`src/include/lrg_defs.svh`:
```
// constants for the logic rule gate and delay block
`ifndef LRG_DEFS_SVH
`define LRG_DEFS_SVH

// ----------------------------------------------------------------------------
// register byte offsets
// ----------------------------------------------------------------------------
`define LRG_OFS_CTRL     12'h000
`define LRG_OFS_PERIOD   12'h004
`define LRG_OFS_CUSTOM   12'h008
`define LRG_OFS_STATUS   12'h00C

// ----------------------------------------------------------------------------
// field positions
// ----------------------------------------------------------------------------
`define LRG_CTRL_RUN     0
`define LRG_CTRL_OP_LO   1
`define LRG_CTRL_OP_HI   2
`define LRG_CTRL_CHAIN   3
`define LRG_CTRL_EN_LO   4
`define LRG_CTRL_EN_HI   6
`define LRG_CTRL_PREV    7
`define LRG_CTRL_OSL_LO  8
`define LRG_CTRL_OSL_HI  10
`define LRG_PER_SEL_HI   2
`define LRG_CUST_HI      15

// ----------------------------------------------------------------------------
// reset values and timing
// ----------------------------------------------------------------------------
`define LRG_CTRL_RST     11'h000
`define LRG_PER_RST      3'h0
`define LRG_CUST_RST     16'h0001
`define LRG_CLK_HZ       125000000
`define LRG_MS_PER_S     1000
`define LRG_CYC_PER_MS   (`LRG_CLK_HZ / `LRG_MS_PER_S)

// ----------------------------------------------------------------------------
// predefined execution periods in ms
// ----------------------------------------------------------------------------
`define LRG_PER_MS_1     16'h0001
`define LRG_PER_MS_2     16'h000A
`define LRG_PER_MS_3     16'h0064
`define LRG_PER_MS_4     16'h03E8
`define LRG_PER_MS_5     16'h2710
`define LRG_PER_MS_6     16'hEA60

`endif

```
`src/include/lrg_pkg.sv`:
```
// types shared by the logic rule gate and delay block
package lrg_pkg;

    // gate operation selector
    typedef enum logic [1:0]
    {
        LRG_OP_AND  = 2'h0,
        LRG_OP_OR   = 2'h1,
        LRG_OP_NAND = 2'h2,
        LRG_OP_NOR  = 2'h3
    } lrg_op_t;

    // execution stage states, gray along halt -> wait -> fire
    typedef enum logic [1:0]
    {
        LRG_ST_HALT = 2'h0,
        LRG_ST_WAIT = 2'h1,
        LRG_ST_FIRE = 2'h3
    } lrg_state_t;

    // software configuration of one rule
    typedef struct packed
    {
        logic [2:0]  out_slot_en;  // output slots in use
        logic        prev_in;      // input slot 2 takes previous rule
        logic [2:0]  in_en;        // configured input slots
        logic        chain;        // 1: next-rule mode, 0: delayed
        lrg_op_t     op;           // gate operation
        logic        run;          // engine running
    } lrg_cfg_t;

endpackage : lrg_pkg

```
`src/design/lrg_rule.sv`:
```
// one logic rule: gate stage, execution stage and apb registers
`timescale 1ns/10ps
`include "lrg_defs.svh"

module lrg_rule
#(
    parameter int CYC_PER_MS = `LRG_CYC_PER_MS  // clock cycles in one millisecond
)
(
    input  wire logic        pclk,
    input  wire logic        presetn,
    input  wire logic        psel,
    input  wire logic        penable,
    input  wire logic        pwrite,
    input  wire logic [11:0] paddr,
    input  wire logic [31:0] pwdata,
    output logic      [31:0] prdata,
    output logic             pready,
    output logic             pslverr,
    input  wire logic [2:0]  cond_in,
    input  wire logic        prev_rule_in,
    output logic             chain_to_following_rule,
    output logic             exec_result,
    output logic             exec_strobe,
    output logic [2:0]       slot_result,
    output logic [2:0]       slot_active,
    output logic             slot_is_link
);

    // ------------------------------------------------------------------------
    // elaboration checks
    // ------------------------------------------------------------------------
    localparam int PW = 17;  // prescaler width

    // prescaler must fit its counter and count at least one cycle
    if (CYC_PER_MS < 1 || CYC_PER_MS >= (1 << PW))
    begin : g_bad_param
        $error("CYC_PER_MS out of range");
    end

    // ------------------------------------------------------------------------
    // declarations
    // ------------------------------------------------------------------------
    lrg_pkg::lrg_cfg_t    cfg_q,      cfg_d;       // control register
    logic [2:0]           per_q,      per_d;       // period selector
    logic [15:0]          cust_q,     cust_d;      // custom period in ms
    logic [31:0]          prdata_q,   prdata_d;    // read data
    logic                 pready_q,   pready_d;    // access answer
    logic                 pslverr_q,  pslverr_d;   // unmapped access
    lrg_pkg::lrg_state_t  st_q,       st_d;        // execution state
    logic [PW-1:0]        pre_q,      pre_d;       // ms prescaler
    logic [15:0]          ms_q,       ms_d;        // ms left in period
    logic                 res_q,      res_d;       // result to output stage
    logic                 stb_q,      stb_d;       // one-cycle delivery pulse
    logic                 chn_q,      chn_d;       // result to following rule
    logic [2:0]           sres_q,     sres_d;      // per-slot result
    logic [2:0]           sact_q,     sact_d;      // per-slot active
    logic                 link_q,     link_d;      // slot 0 holds the link
    logic [2:0]           cond_eff;                // inputs after chain select
    logic                 all_true;                // every used input true
    logic                 any_true;                // some used input true
    logic                 gate_res;                // gate stage result
    logic                 ms_tick;                 // one millisecond passed
    logic                 full_speed;              // no intentional delay
    logic [15:0]          per_ms;                  // selected period in ms
    logic                 wr_acc;                  // completed write
    logic [11:0]          acc_addr;                // word aligned address

    // ------------------------------------------------------------------------
    // gate stage
    // ------------------------------------------------------------------------

    // input slot 2 may carry the previous rule's chained result
    always_comb
    begin
        cond_eff = cond_in;
        if (cfg_q.prev_in)
        begin
            cond_eff[2] = prev_rule_in;
        end
    end

    // unused slots drop out: neutral true for and, neutral false for or
    always_comb
    begin
        all_true = &(cond_eff | ~cfg_q.in_en);
        any_true = |(cond_eff & cfg_q.in_en);
        case (cfg_q.op)
            lrg_pkg::LRG_OP_AND:  gate_res = all_true;
            lrg_pkg::LRG_OP_OR:   gate_res = any_true;
            lrg_pkg::LRG_OP_NAND: gate_res = ~all_true;
            lrg_pkg::LRG_OP_NOR:  gate_res = ~any_true;
            default:              gate_res = 1'b0;
        endcase
    end

    // ------------------------------------------------------------------------
    // period selection
    // ------------------------------------------------------------------------

    // predefined periods, custom value, or full speed
    always_comb
    begin
        full_speed = 1'b0;
        per_ms     = `LRG_PER_MS_1;                  // shortest period unless chosen
        case (per_q)
            3'h0:    full_speed = 1'b1;
            3'h1:    per_ms = `LRG_PER_MS_1;
            3'h2:    per_ms = `LRG_PER_MS_2;
            3'h3:    per_ms = `LRG_PER_MS_3;
            3'h4:    per_ms = `LRG_PER_MS_4;
            3'h5:    per_ms = `LRG_PER_MS_5;
            3'h6:    per_ms = `LRG_PER_MS_6;
            default: per_ms = cust_q;
        endcase
        if (full_speed)
        begin
            per_ms = `LRG_PER_MS_1;
        end
        // a zero custom period is treated as the shortest, one ms
        if (per_ms == 16'h0000)
        begin
            per_ms = `LRG_PER_MS_1;
        end
    end

    // ------------------------------------------------------------------------
    // millisecond time base
    // ------------------------------------------------------------------------

    // prescaler restarts whenever the execution stage is not waiting
    always_comb
    begin
        ms_tick = (pre_q == PW'(CYC_PER_MS - 1));
        pre_d   = ms_tick ? '0 : pre_q + PW'(1);
        if (st_q != lrg_pkg::LRG_ST_WAIT)
        begin
            pre_d = '0;
        end
    end

    // ------------------------------------------------------------------------
    // execution stage
    // ------------------------------------------------------------------------

    // delayed mode waits out the whole period, then fires once
    always_comb
    begin
        st_d  = st_q;
        ms_d  = ms_q;
        res_d = res_q;
        stb_d = 1'b0;
        chn_d = chn_q;
        case (st_q)
            // engine stopped: outputs hold their last value
            lrg_pkg::LRG_ST_HALT:
            begin
                if (cfg_q.run)
                begin
                    st_d = lrg_pkg::LRG_ST_WAIT;
                    ms_d = per_ms;
                end
            end
            // count milliseconds down; full speed skips the wait
            lrg_pkg::LRG_ST_WAIT:
            begin
                if (!cfg_q.run)
                begin
                    st_d = lrg_pkg::LRG_ST_HALT;
                end
                else if (cfg_q.chain)
                begin
                    chn_d = gate_res;
                end
                else if (full_speed)
                begin
                    st_d = lrg_pkg::LRG_ST_FIRE;
                end
                else if (ms_tick)
                begin
                    ms_d = ms_q - 16'h0001;
                    if (ms_q == 16'h0001)
                    begin
                        st_d = lrg_pkg::LRG_ST_FIRE;
                    end
                end
            end
            // period elapsed: hand the gate result to the output stage
            lrg_pkg::LRG_ST_FIRE:
            begin
                res_d = gate_res;
                stb_d = 1'b1;
                st_d  = cfg_q.run ? lrg_pkg::LRG_ST_WAIT : lrg_pkg::LRG_ST_HALT;
                ms_d  = per_ms;
            end
            default:
            begin
                st_d = lrg_pkg::LRG_ST_HALT;
            end
        endcase
        // chain output follows the gate each cycle in next-rule mode while run is set
        if (cfg_q.chain && cfg_q.run)
        begin
            chn_d = gate_res;
        end
    end

    // execution stage registers
    always_ff @(posedge pclk or negedge presetn)
    begin
        if (!presetn)
        begin
            st_q  <= lrg_pkg::LRG_ST_HALT;
            pre_q <= '0;
            ms_q  <= 16'h0000;
            res_q <= 1'b0;
            stb_q <= 1'b0;
            chn_q <= 1'b0;
        end
        else
        begin
            st_q  <= st_d;
            pre_q <= pre_d;
            ms_q  <= ms_d;
            res_q <= res_d;
            stb_q <= stb_d;
            chn_q <= chn_d;
        end
    end

    // ------------------------------------------------------------------------
    // output slots
    // ------------------------------------------------------------------------

    // slot 0 becomes the link to the following rule in next-rule mode
    always_comb
    begin
        link_d = cfg_q.chain;
    end

    // every slot sees the execution result and acts on true or false
    for (genvar s = 0; s < 3; s++)
    begin : g_slot
        always_comb
        begin
            sres_d[s] = res_q;
            sact_d[s] = cfg_q.out_slot_en[s] & ~(s == 0 && cfg_q.chain);
        end
    end

    // slot registers
    always_ff @(posedge pclk or negedge presetn)
    begin
        if (!presetn)
        begin
            sres_q <= 3'h0;
            sact_q <= 3'h0;
            link_q <= 1'b0;
        end
        else
        begin
            sres_q <= sres_d;
            sact_q <= sact_d;
            link_q <= link_d;
        end
    end

    // ------------------------------------------------------------------------
    // apb slave
    // ------------------------------------------------------------------------

    // one wait state: answer at the second access cycle
    always_comb
    begin
        acc_addr  = {paddr[11:2], 2'h0};
        wr_acc    = psel & penable & pready_q & pwrite;
        pready_d  = psel & penable & ~pready_q;
        prdata_d  = prdata_q;
        pslverr_d = 1'b0;
        if (psel && penable && !pready_q)
        begin
            prdata_d = 32'h0000_0000;
            case (acc_addr)
                `LRG_OFS_CTRL:   prdata_d[`LRG_CTRL_OSL_HI:0] = cfg_q;
                `LRG_OFS_PERIOD: prdata_d[`LRG_PER_SEL_HI:0]  = per_q;
                `LRG_OFS_CUSTOM: prdata_d[`LRG_CUST_HI:0]     = cust_q;
                `LRG_OFS_STATUS:
                begin
                    prdata_d[0]     = gate_res;
                    prdata_d[1]     = res_q;
                    prdata_d[2]     = chn_q;
                    prdata_d[4:3]   = st_q;
                    prdata_d[31:16] = ms_q;
                end
                default:         pslverr_d = 1'b1;
            endcase
        end
    end

    // register writes take effect at the completing edge
    always_comb
    begin
        cfg_d  = cfg_q;
        per_d  = per_q;
        cust_d = cust_q;
        if (wr_acc)
        begin
            case (acc_addr)
                `LRG_OFS_CTRL:   cfg_d  = pwdata[`LRG_CTRL_OSL_HI:0];
                `LRG_OFS_PERIOD: per_d  = pwdata[`LRG_PER_SEL_HI:0];
                `LRG_OFS_CUSTOM: cust_d = pwdata[`LRG_CUST_HI:0];
                default:         cfg_d  = cfg_q;
            endcase
        end
    end

    // bus and configuration registers
    always_ff @(posedge pclk or negedge presetn)
    begin
        if (!presetn)
        begin
            cfg_q     <= `LRG_CTRL_RST;
            per_q     <= `LRG_PER_RST;
            cust_q    <= `LRG_CUST_RST;
            prdata_q  <= 32'h0000_0000;
            pready_q  <= 1'b0;
            pslverr_q <= 1'b0;
        end
        else
        begin
            cfg_q     <= cfg_d;
            per_q     <= per_d;
            cust_q    <= cust_d;
            prdata_q  <= prdata_d;
            pready_q  <= pready_d;
            pslverr_q <= pslverr_d;
        end
    end

    // ------------------------------------------------------------------------
    // outputs
    // ------------------------------------------------------------------------
    assign prdata                  = prdata_q;
    assign pready                  = pready_q;
    assign pslverr                 = pslverr_q;
    assign chain_to_following_rule = chn_q;
    assign exec_result             = res_q;
    assign exec_strobe             = stb_q;
    assign slot_result             = sres_q;
    assign slot_active             = sact_q;
    assign slot_is_link            = link_q;

endmodule : lrg_rule

```
`config.mk`:
```
export PLATFORM = sky130hd
export DESIGN_NAME = lrg_rule
export DESIGN_NICKNAME = d
export VERILOG_FILES = /design/src/include/lrg_pkg.sv /design/src/design/lrg_rule.sv
export VERILOG_INCLUDE_DIRS = /design/src /design/src/include
export SDC_FILE = /design/constraint.sdc
export NUM_CORES = 1
export LEC_CHECK = 0
export ABC_AREA = 1
export BUFFER_PORTS_ARGS = -buffer_cell sky130_fd_sc_hd__buf_2
export CORE_ASPECT_RATIO = 1.1
export CORE_MARGIN = 2
export CORE_UTILIZATION = 47
export DETAILED_ROUTE_END_ITERATION = 8
export GPL_TIMING_DRIVEN = 1
export PLACE_DENSITY_LB_ADDON = 0.3
export SYNTH_ARGS = -nofsm -noshare
export SYNTH_HDL_FRONTEND = slang
export SYNTH_SLANG_ARGS = --single-unit
export TNS_END_PERCENT = 1
```
`constraint.sdc`:
```
create_clock -name pclk -period 1.75 [get_ports pclk]
set_input_delay 0.0875 -clock pclk [delete_from_list [all_inputs] [get_ports pclk]]
set_output_delay 0.0875 -clock pclk [all_outputs]
set_load 0.03 [all_outputs]
```
==> impl_metrics.toml, run 1 <==
[power_and_ir_drop]
p_switching_uw = 1100
combinationalPowerShare_pct = 5.5
p_sw_share_pct = 21.9
power.total_uw = 5000
power.internal_uw = 3900
share_of_power_burned_in_registers_pct = 50.0
ir_worst_vdd_v = 0.000667
share_clk_of_total_power_pct = 44.5
ratio_of_total_power_to_cell_area_nw_per_um2 = 731
power.static_leakage_uw = 0.00332

[critical_path]
cp.depth = 7
crit_arrival_ps = 1900
slowest_delay_ps = 370
cpLargestDelayFamily = "compound AO/OA/AOI/OAI gates"
worst_r2r_startpoint = "st_q[0]"
worst-setup-path-type = "register to register"
critical_path_required_ps = 1990
path_cells = "inv_1, nor2_2, inv_1, a31oi_1, nand2_1, o211ai_1, o21ai_1"
rr_worst_depth = 7
rrSetupSlack_ps = 90
path_buf_inv = 2
timing.critical_path.from_type = "register"
r2r_end = "ms_q[3]"
critical_path.slowest_cell = "sky130_fd_sc_hd__dfrtp_1"
worstSetupEndpointType = "register"
crit_path_frequent_cell = "sky130_fd_sc_hd__inv_1"
worst-path-max-fanout = 14

[job]
max_cap_viol_count = 0

[logic_synthesis]
synthesis.instances = 703
ys_seq_area_share_pct = 46.5
asyncSetResetFlopFracSynth_pct = 100
synth_nets = 759
synthDistinctLibCells = 46
synth-seq-cells = 107
post_synthesis_cell_area_sq_um = 5770
synth_enable_flop_cells = 0
synth-main-ff-cell = "sky130_fd_sc_hd__dfrtp_1"
yosys_warnings = 0
synth_area_per_cell_sq_um = 8.20

[timing]
timing.final.ws_setup_ps = 86.5
finalCritPeriodShare_pct = 95.1
max_slew.worst_pin.slew_ps = 540
max_freq_mhz = 601
report.final.setup_viol = 0
grt_setup_unrepaired = "yes"
min_period_ps = 1660
maxSlewHeadroom_pct = 63.9
final-hold-violation-count = 0
worst_clock_skew_ps = 7.01
finalMaxSlewViolations = 0

[clocking]
worst_setup_hold_path_clk_slew_ps = 70
cts_tree = "yes"
clk_latency_ps = 360
h-tree-depth = 3
cts_sinks = 107
cts_post_setup_buffers_inserted = 0
ctsLongestPathBuffers = 2
ctsRootBufferMaster = "sky130_fd_sc_hd__clkbuf_16"
numCtsBuffers = 9

[grt]
grt.met2_usage_pct = 36.5
grt_pass1_wl_um = 23000
first_global_vias = 4848
met1_usage_pct = 29.1
global_route.usage.met3_pct = 3.97
initial_antenna_violation_count = 0
gr-usage-all-layers_pct = 22.5
grt_start_max_net_pins = 43
grt.overflow.total = 0
gr-max-usage-layer = "met2"

[placement]
io_buffer_count = 78
dp_hpwl_um = 10500
dp_worst_setup_slack_ps = 106
placed_cells_incl_taps = 936
placement.cell_area_sq_um = 6410
place_congestion = 0.919

[layout]
post_route_cells_drive_above_1_share_pct = 28.4
nets = 855
final_cell_count_no_fill = 957
finish.instance_area_sq_um = 6840
n_antenna_cell = 0
area_growth_syn_to_layout_pct = 18.6

[hold_path]
timing.hold.worst.start = "pwdata[7]"
hold_path_class = "input port to register"
worst_hold_path.endpoint = "cfg_q[7]"
hold_path_depth = 3

[die]
boundaryPins = 97
core-area_sq_um = 12000
standard_cell_rows = 42
dieArea_sq_um = 13200
die-width_um = 110
dieHeight_um = 120
initial_utilization_pct = 48.1

[routing]
antenna_left = 0
route.vias.total = 5042
detail_route.wirelength_um = 13900
mean_number_of_vias_per_cell = 5.27
route.detailed.wl_per_inst_um = 14.5
drt_first_iter_violations = 281
drc = 0
drt_first_pass_iters = 5

[status]
status = "complete, no violations"
synthesized netlist by cell type (11+ instances only):
library cell / instances / area share, %
sky130_fd_sc_hd__nand2_1: 164 / 11
sky130_fd_sc_hd__dfrtp_1: 106 / 46
sky130_fd_sc_hd__nor2_1: 73 / 4.8
sky130_fd_sc_hd__inv_1: 64 / 4.2
sky130_fd_sc_hd__nand3_1: 34 / 3.0
sky130_fd_sc_hd__o21ai_0: 26 / 2.3
sky130_fd_sc_hd__o21ai_1: 26 / 2.3
sky130_fd_sc_hd__o21ai_2: 22 / 3.3
sky130_fd_sc_hd__a21oi_1: 16 / 1.4
sky130_fd_sc_hd__inv_2: 15 / 0.98
sky130_fd_sc_hd__nand2_2: 14 / 1.5
sky130_fd_sc_hd__nand4_1: 14 / 1.5
sky130_fd_sc_hd__a21oi_2: 11 / 1.7
sky130_fd_sc_hd__nor3_1: 11 / 0.95
flip-flops by register name, indices dropped and copies added (netlist names):
signal                   flops
cfg_q                       10
chain_to_following_rule      1
cust_q                      16
exec_result                  1
exec_strobe                  1
link_d                       1
ms_q                        16
per_q                        3
prdata                      32
pre_q                       17
pready                       1
pslverr                      1
slot_active                  3
slot_is_link                 1
slot_result                  1
st_q                         2
routing by layer:
layer  wire, um  up-vias
li1           -     2498
met1       6050     2377
met2       6830      137
met3        625       30
met4        388        0
met5          0        -
placed cells by master, fill, tap and decap left out, drive strengths merged, types with 11 or more instances in the layout:
cell,count
nand2,181
dfrtp,106
o31ai,19
nor3,17
clkbuf,11
nand3,35
a21oi,27
nand4,14
inv,80
nor2,83
buf,103
o21ai,74
timing repair:
item,in CTS,in global routing
hold buffers,6,0
resized for setup,0,14
endpoints found under the setup margin,0,14
endpoints found under the hold margin,33,0
worst min-delay path, cell delays in order:
cell                      delay [ps]
sky130_fd_sc_hd__buf_2            70
sky130_fd_sc_hd__inv_1            50
sky130_fd_sc_hd__o21ai_2         120
worst max path at each step:
stage,startpoint,end
2_1_floorplan,pre_q[0],ms_q[15]
3_3_place_gp,ms_q[0],ms_q[10]
3_5_place_dp,ms_q[1],ms_q[10]
4_1_cts,pre_q[0],pre_q[10]
5_1_grt,pre_q[0],pre_q[10]
6_report,st_q[0],ms_q[3]
power groups by stage:
stage,combinational [uW],clock [uW],sequential [uW]
detailed placement,268,0,2550
global route,309,2370,2500
global placement,262,0,2550
finish,274,2220,2500
CTS,279,2270,2500
floorplan,87.0,0,2580
through the flow:
step / hold WS, ps / utilization (%) / TNS [ps]
6_report: 12.1 / 57.1 / 0
5_1_grt: 19.0 / 57.1 / -53.3
4_1_cts: 4.03 / 56.7 / 0
3_5_place_dp: 52.6 / 53.5 / 0
3_3_place_gp: 46.8 / 53.5 / 0
2_1_floorplan: -208 / - / 0
cells by family after synthesis:
group / count (synthesis) / share of synthesized area (%)
flops: 107 / 46.5
fa+ha+maj: 3 / 0.651
compound gates: 137 / 16.3
xor+xnor: 4 / 0.608
simple gates: 343 / 27.3
buf+inv: 109 / 8.75
cell type report:
| class | instances | area [sq um] |
|---|---|---|
| clock buffer | 11 | 253 |
| timing repair buffer | 109 | 691 |
| inverter | 85 | 325 |
| clock inverter | 4 | 73.8 |
| sequential | 107 | 2680 |
| multi-input combinational | 487 | 2620 |
| fill | 1119 | 5140 |
| tap | 154 | 193 |
Power figures use the tool's default switching activity.
==> run 2, diff against run 1 <==
CORE_UTILIZATION = 55   (was 47)
CTS_BUF_LIST = sky130_fd_sc_hd__clkbuf_8   (was not set)
==> run 2 against run 1 <==
Against the previous run: cell count is 0.21% higher; clock-buffer cell count shrank 1; critical path depth grew 2; global-route usage increased by 3.5 points; largest power group unchanged.
==> impl_metrics.toml, run 2 (same netlist as run 1, synthesis figures left out) <==
[status]
status = "complete, no violations"

[critical_path]
crit_arrival_ps = 1940
critical_path_required_ps = 2030
rr_worst_depth = 9
worst-path-max-fanout = 6
timing.critical_path.from_type = "register"
worstSetupEndpointType = "register"
worst-setup-path-type = "register to register"

[grt]
global_route.usage.met3_pct = 3.52
grt.met2_usage_pct = 42.9
gr-usage-all-layers_pct = 26.0
grt.overflow.total = 0
met1_usage_pct = 33.8
gr-max-usage-layer = "met2"
initial_antenna_violation_count = 0
grt_pass1_wl_um = 23400
grt_start_max_net_pins = 49
first_global_vias = 4884

[timing]
final-hold-violation-count = 0
max_slew.worst_pin.slew_ps = 521
report.final.setup_viol = 0
finalCritPeriodShare_pct = 94.4
finalMaxSlewViolations = 0
worst_clock_skew_ps = 11.5
timing.setup.tns_ps = 0
maxSlewHeadroom_pct = 65.3
min_period_ps = 1650
grt_setup_unrepaired = "yes"
max_freq_mhz = 605

[job]
max_cap_viol_count = 0

[die]
dieArea_sq_um = 11300
core-area_sq_um = 10300
boundaryPins = 97
die-width_um = 102
standard_cell_rows = 39
dieHeight_um = 111
initial_utilization_pct = 56.0

[placement]
place_congestion = 0.962
io_buffer_count = 78
dp_hpwl_um = 10500
placement.cell_area_sq_um = 6360

[routing]
route.detailed.wl_per_inst_um = 15.2
mean_number_of_vias_per_cell = 5.39
route.vias.total = 5165
detail_route.wirelength_um = 14600
drc = 0
antenna_left = 0
drt_first_pass_iters = 5
drt_first_iter_violations = 276

[power_and_ir_drop]
ratio_of_total_power_to_cell_area_nw_per_um2 = 623
ir_worst_vdd_v = 0.000484
power.static_leakage_uw = 0.00332
power.total_uw = 4260

[clocking]
ctsRootBufferMaster = "sky130_fd_sc_hd__clkbuf_8"
ctsLongestPathBuffers = 2
worst_setup_hold_path_clk_slew_ps = 110
numCtsBuffers = 9
clk_latency_ps = 380
cts_tree = "yes"
h-tree-depth = 3
cts_sinks = 107

[layout]
number_of_flip_flops_in_the_largest_register = 32
layout.filler_cells = 898
nets = 867
ff_latch_area_sq_um = 2680
final_common_cell = "sky130_fd_sc_hd__nand2_1"
area_growth_syn_to_layout_pct = 18.6
post_route_cells_drive_above_1_share_pct = 28.6
n_antenna_cell = 0
finish.instance_area_sq_um = 6840
postLayoutCoreUtil_pct = 66.4
combined_area_of_the_multi_input_logic_cells_sq_um = 2630
layout.cells.most_common_list = "sky130_fd_sc_hd__nand2_1, sky130_fd_sc_hd__dfrtp_1, sky130_fd_sc_hd__buf_2, sky130_fd_sc_hd__nor2_1, sky130_fd_sc_hd__inv_1"

[hold_path]
hold_path_depth = 3
hold_path_class = "input port to register"
==> run 2: cell count changes in the layout (fill, tap and decap cells not counted), moves of 2 or more <==
cell                            change
sky130_fd_sc_hd__inv_6              +3
sky130_fd_sc_hd__dlygate4sd3_1      +9
sky130_fd_sc_hd__clkbuf_8           +8
sky130_fd_sc_hd__buf_6              +2
sky130_fd_sc_hd__clkbuf_16          -7
sky130_fd_sc_hd__bufinv_16          -2
==> run 2: cell type report <==
type	instances	area share, %
Tap cell	143	2.62
Clock buffer	10	2.01
Timing Repair Buffer	121	12.2
Sequential cell	107	39.2
Clock inverter	6	0.695
Inverter	85	4.83
Multi-Input combinational cell	487	38.4
==> run 2: through the flow <==
step	cells	setup WS, ps	hold slack, ps
2_1_floorplan	703	173	-208
3_3_place_gp	922	112	63.1
3_5_place_dp	922	45.3	58.5
4_1_cts	953	28.8	5.49
5_1_grt	959	-38.2	30.7
6_report	959	97.6	13.5
==> run 2: worst max-delay path, cell delays in order (launching register included) <==
cell                      delay (ps)
sky130_fd_sc_hd__dfrtp_1         400
sky130_fd_sc_hd__inv_2            80
sky130_fd_sc_hd__ha_2            200
sky130_fd_sc_hd__nand3_2         130
sky130_fd_sc_hd__nor2_4          200
sky130_fd_sc_hd__buf_4           130
sky130_fd_sc_hd__nand2_1          50
sky130_fd_sc_hd__xor2_1          160
sky130_fd_sc_hd__a21oi_2         140
sky130_fd_sc_hd__a21oi_2          60
==> run 2: path summary, 6_finish.rpt <==
kind	start	to	slack, ps
worst max-delay path	ms_q[0]	ms_q[14]	100
worst min-delay path	pwdata[1]	cfg_q[1]	10
worst max register to register	ms_q[0]	ms_q[14]	100
worst min register to register	cfg_q[10]	slot_active[2]	430
max in group asynchronous	presetn	pre_q[13]	810
min in group asynchronous	presetn	cust_q[12]	260
==> run 2: what timing repair did <==
item	in CTS	in global routing
hold buffers	15	0
buffers inserted	0	3
hold endpoints to repair	57	0
resized for setup	0	18
endpoints found under the setup margin	0	18
==> run 2: report_power, final <==
part	switching, uW	internal, uW	leakage, uW	total (uW)
Sequential	11.3	2490	0.00144	2500
Combinational	190	103	0.00179	293
Clock	896	573	0.0000937	1470
==> run 2: layer usage <==
metal | up-vias | routed length (um)
met1 | 2442 | 6250
met4 | 0 | 484
met5 | - | 0
met2 | 154 | 7300
li1 | 2526 | -
met3 | 43 | 541
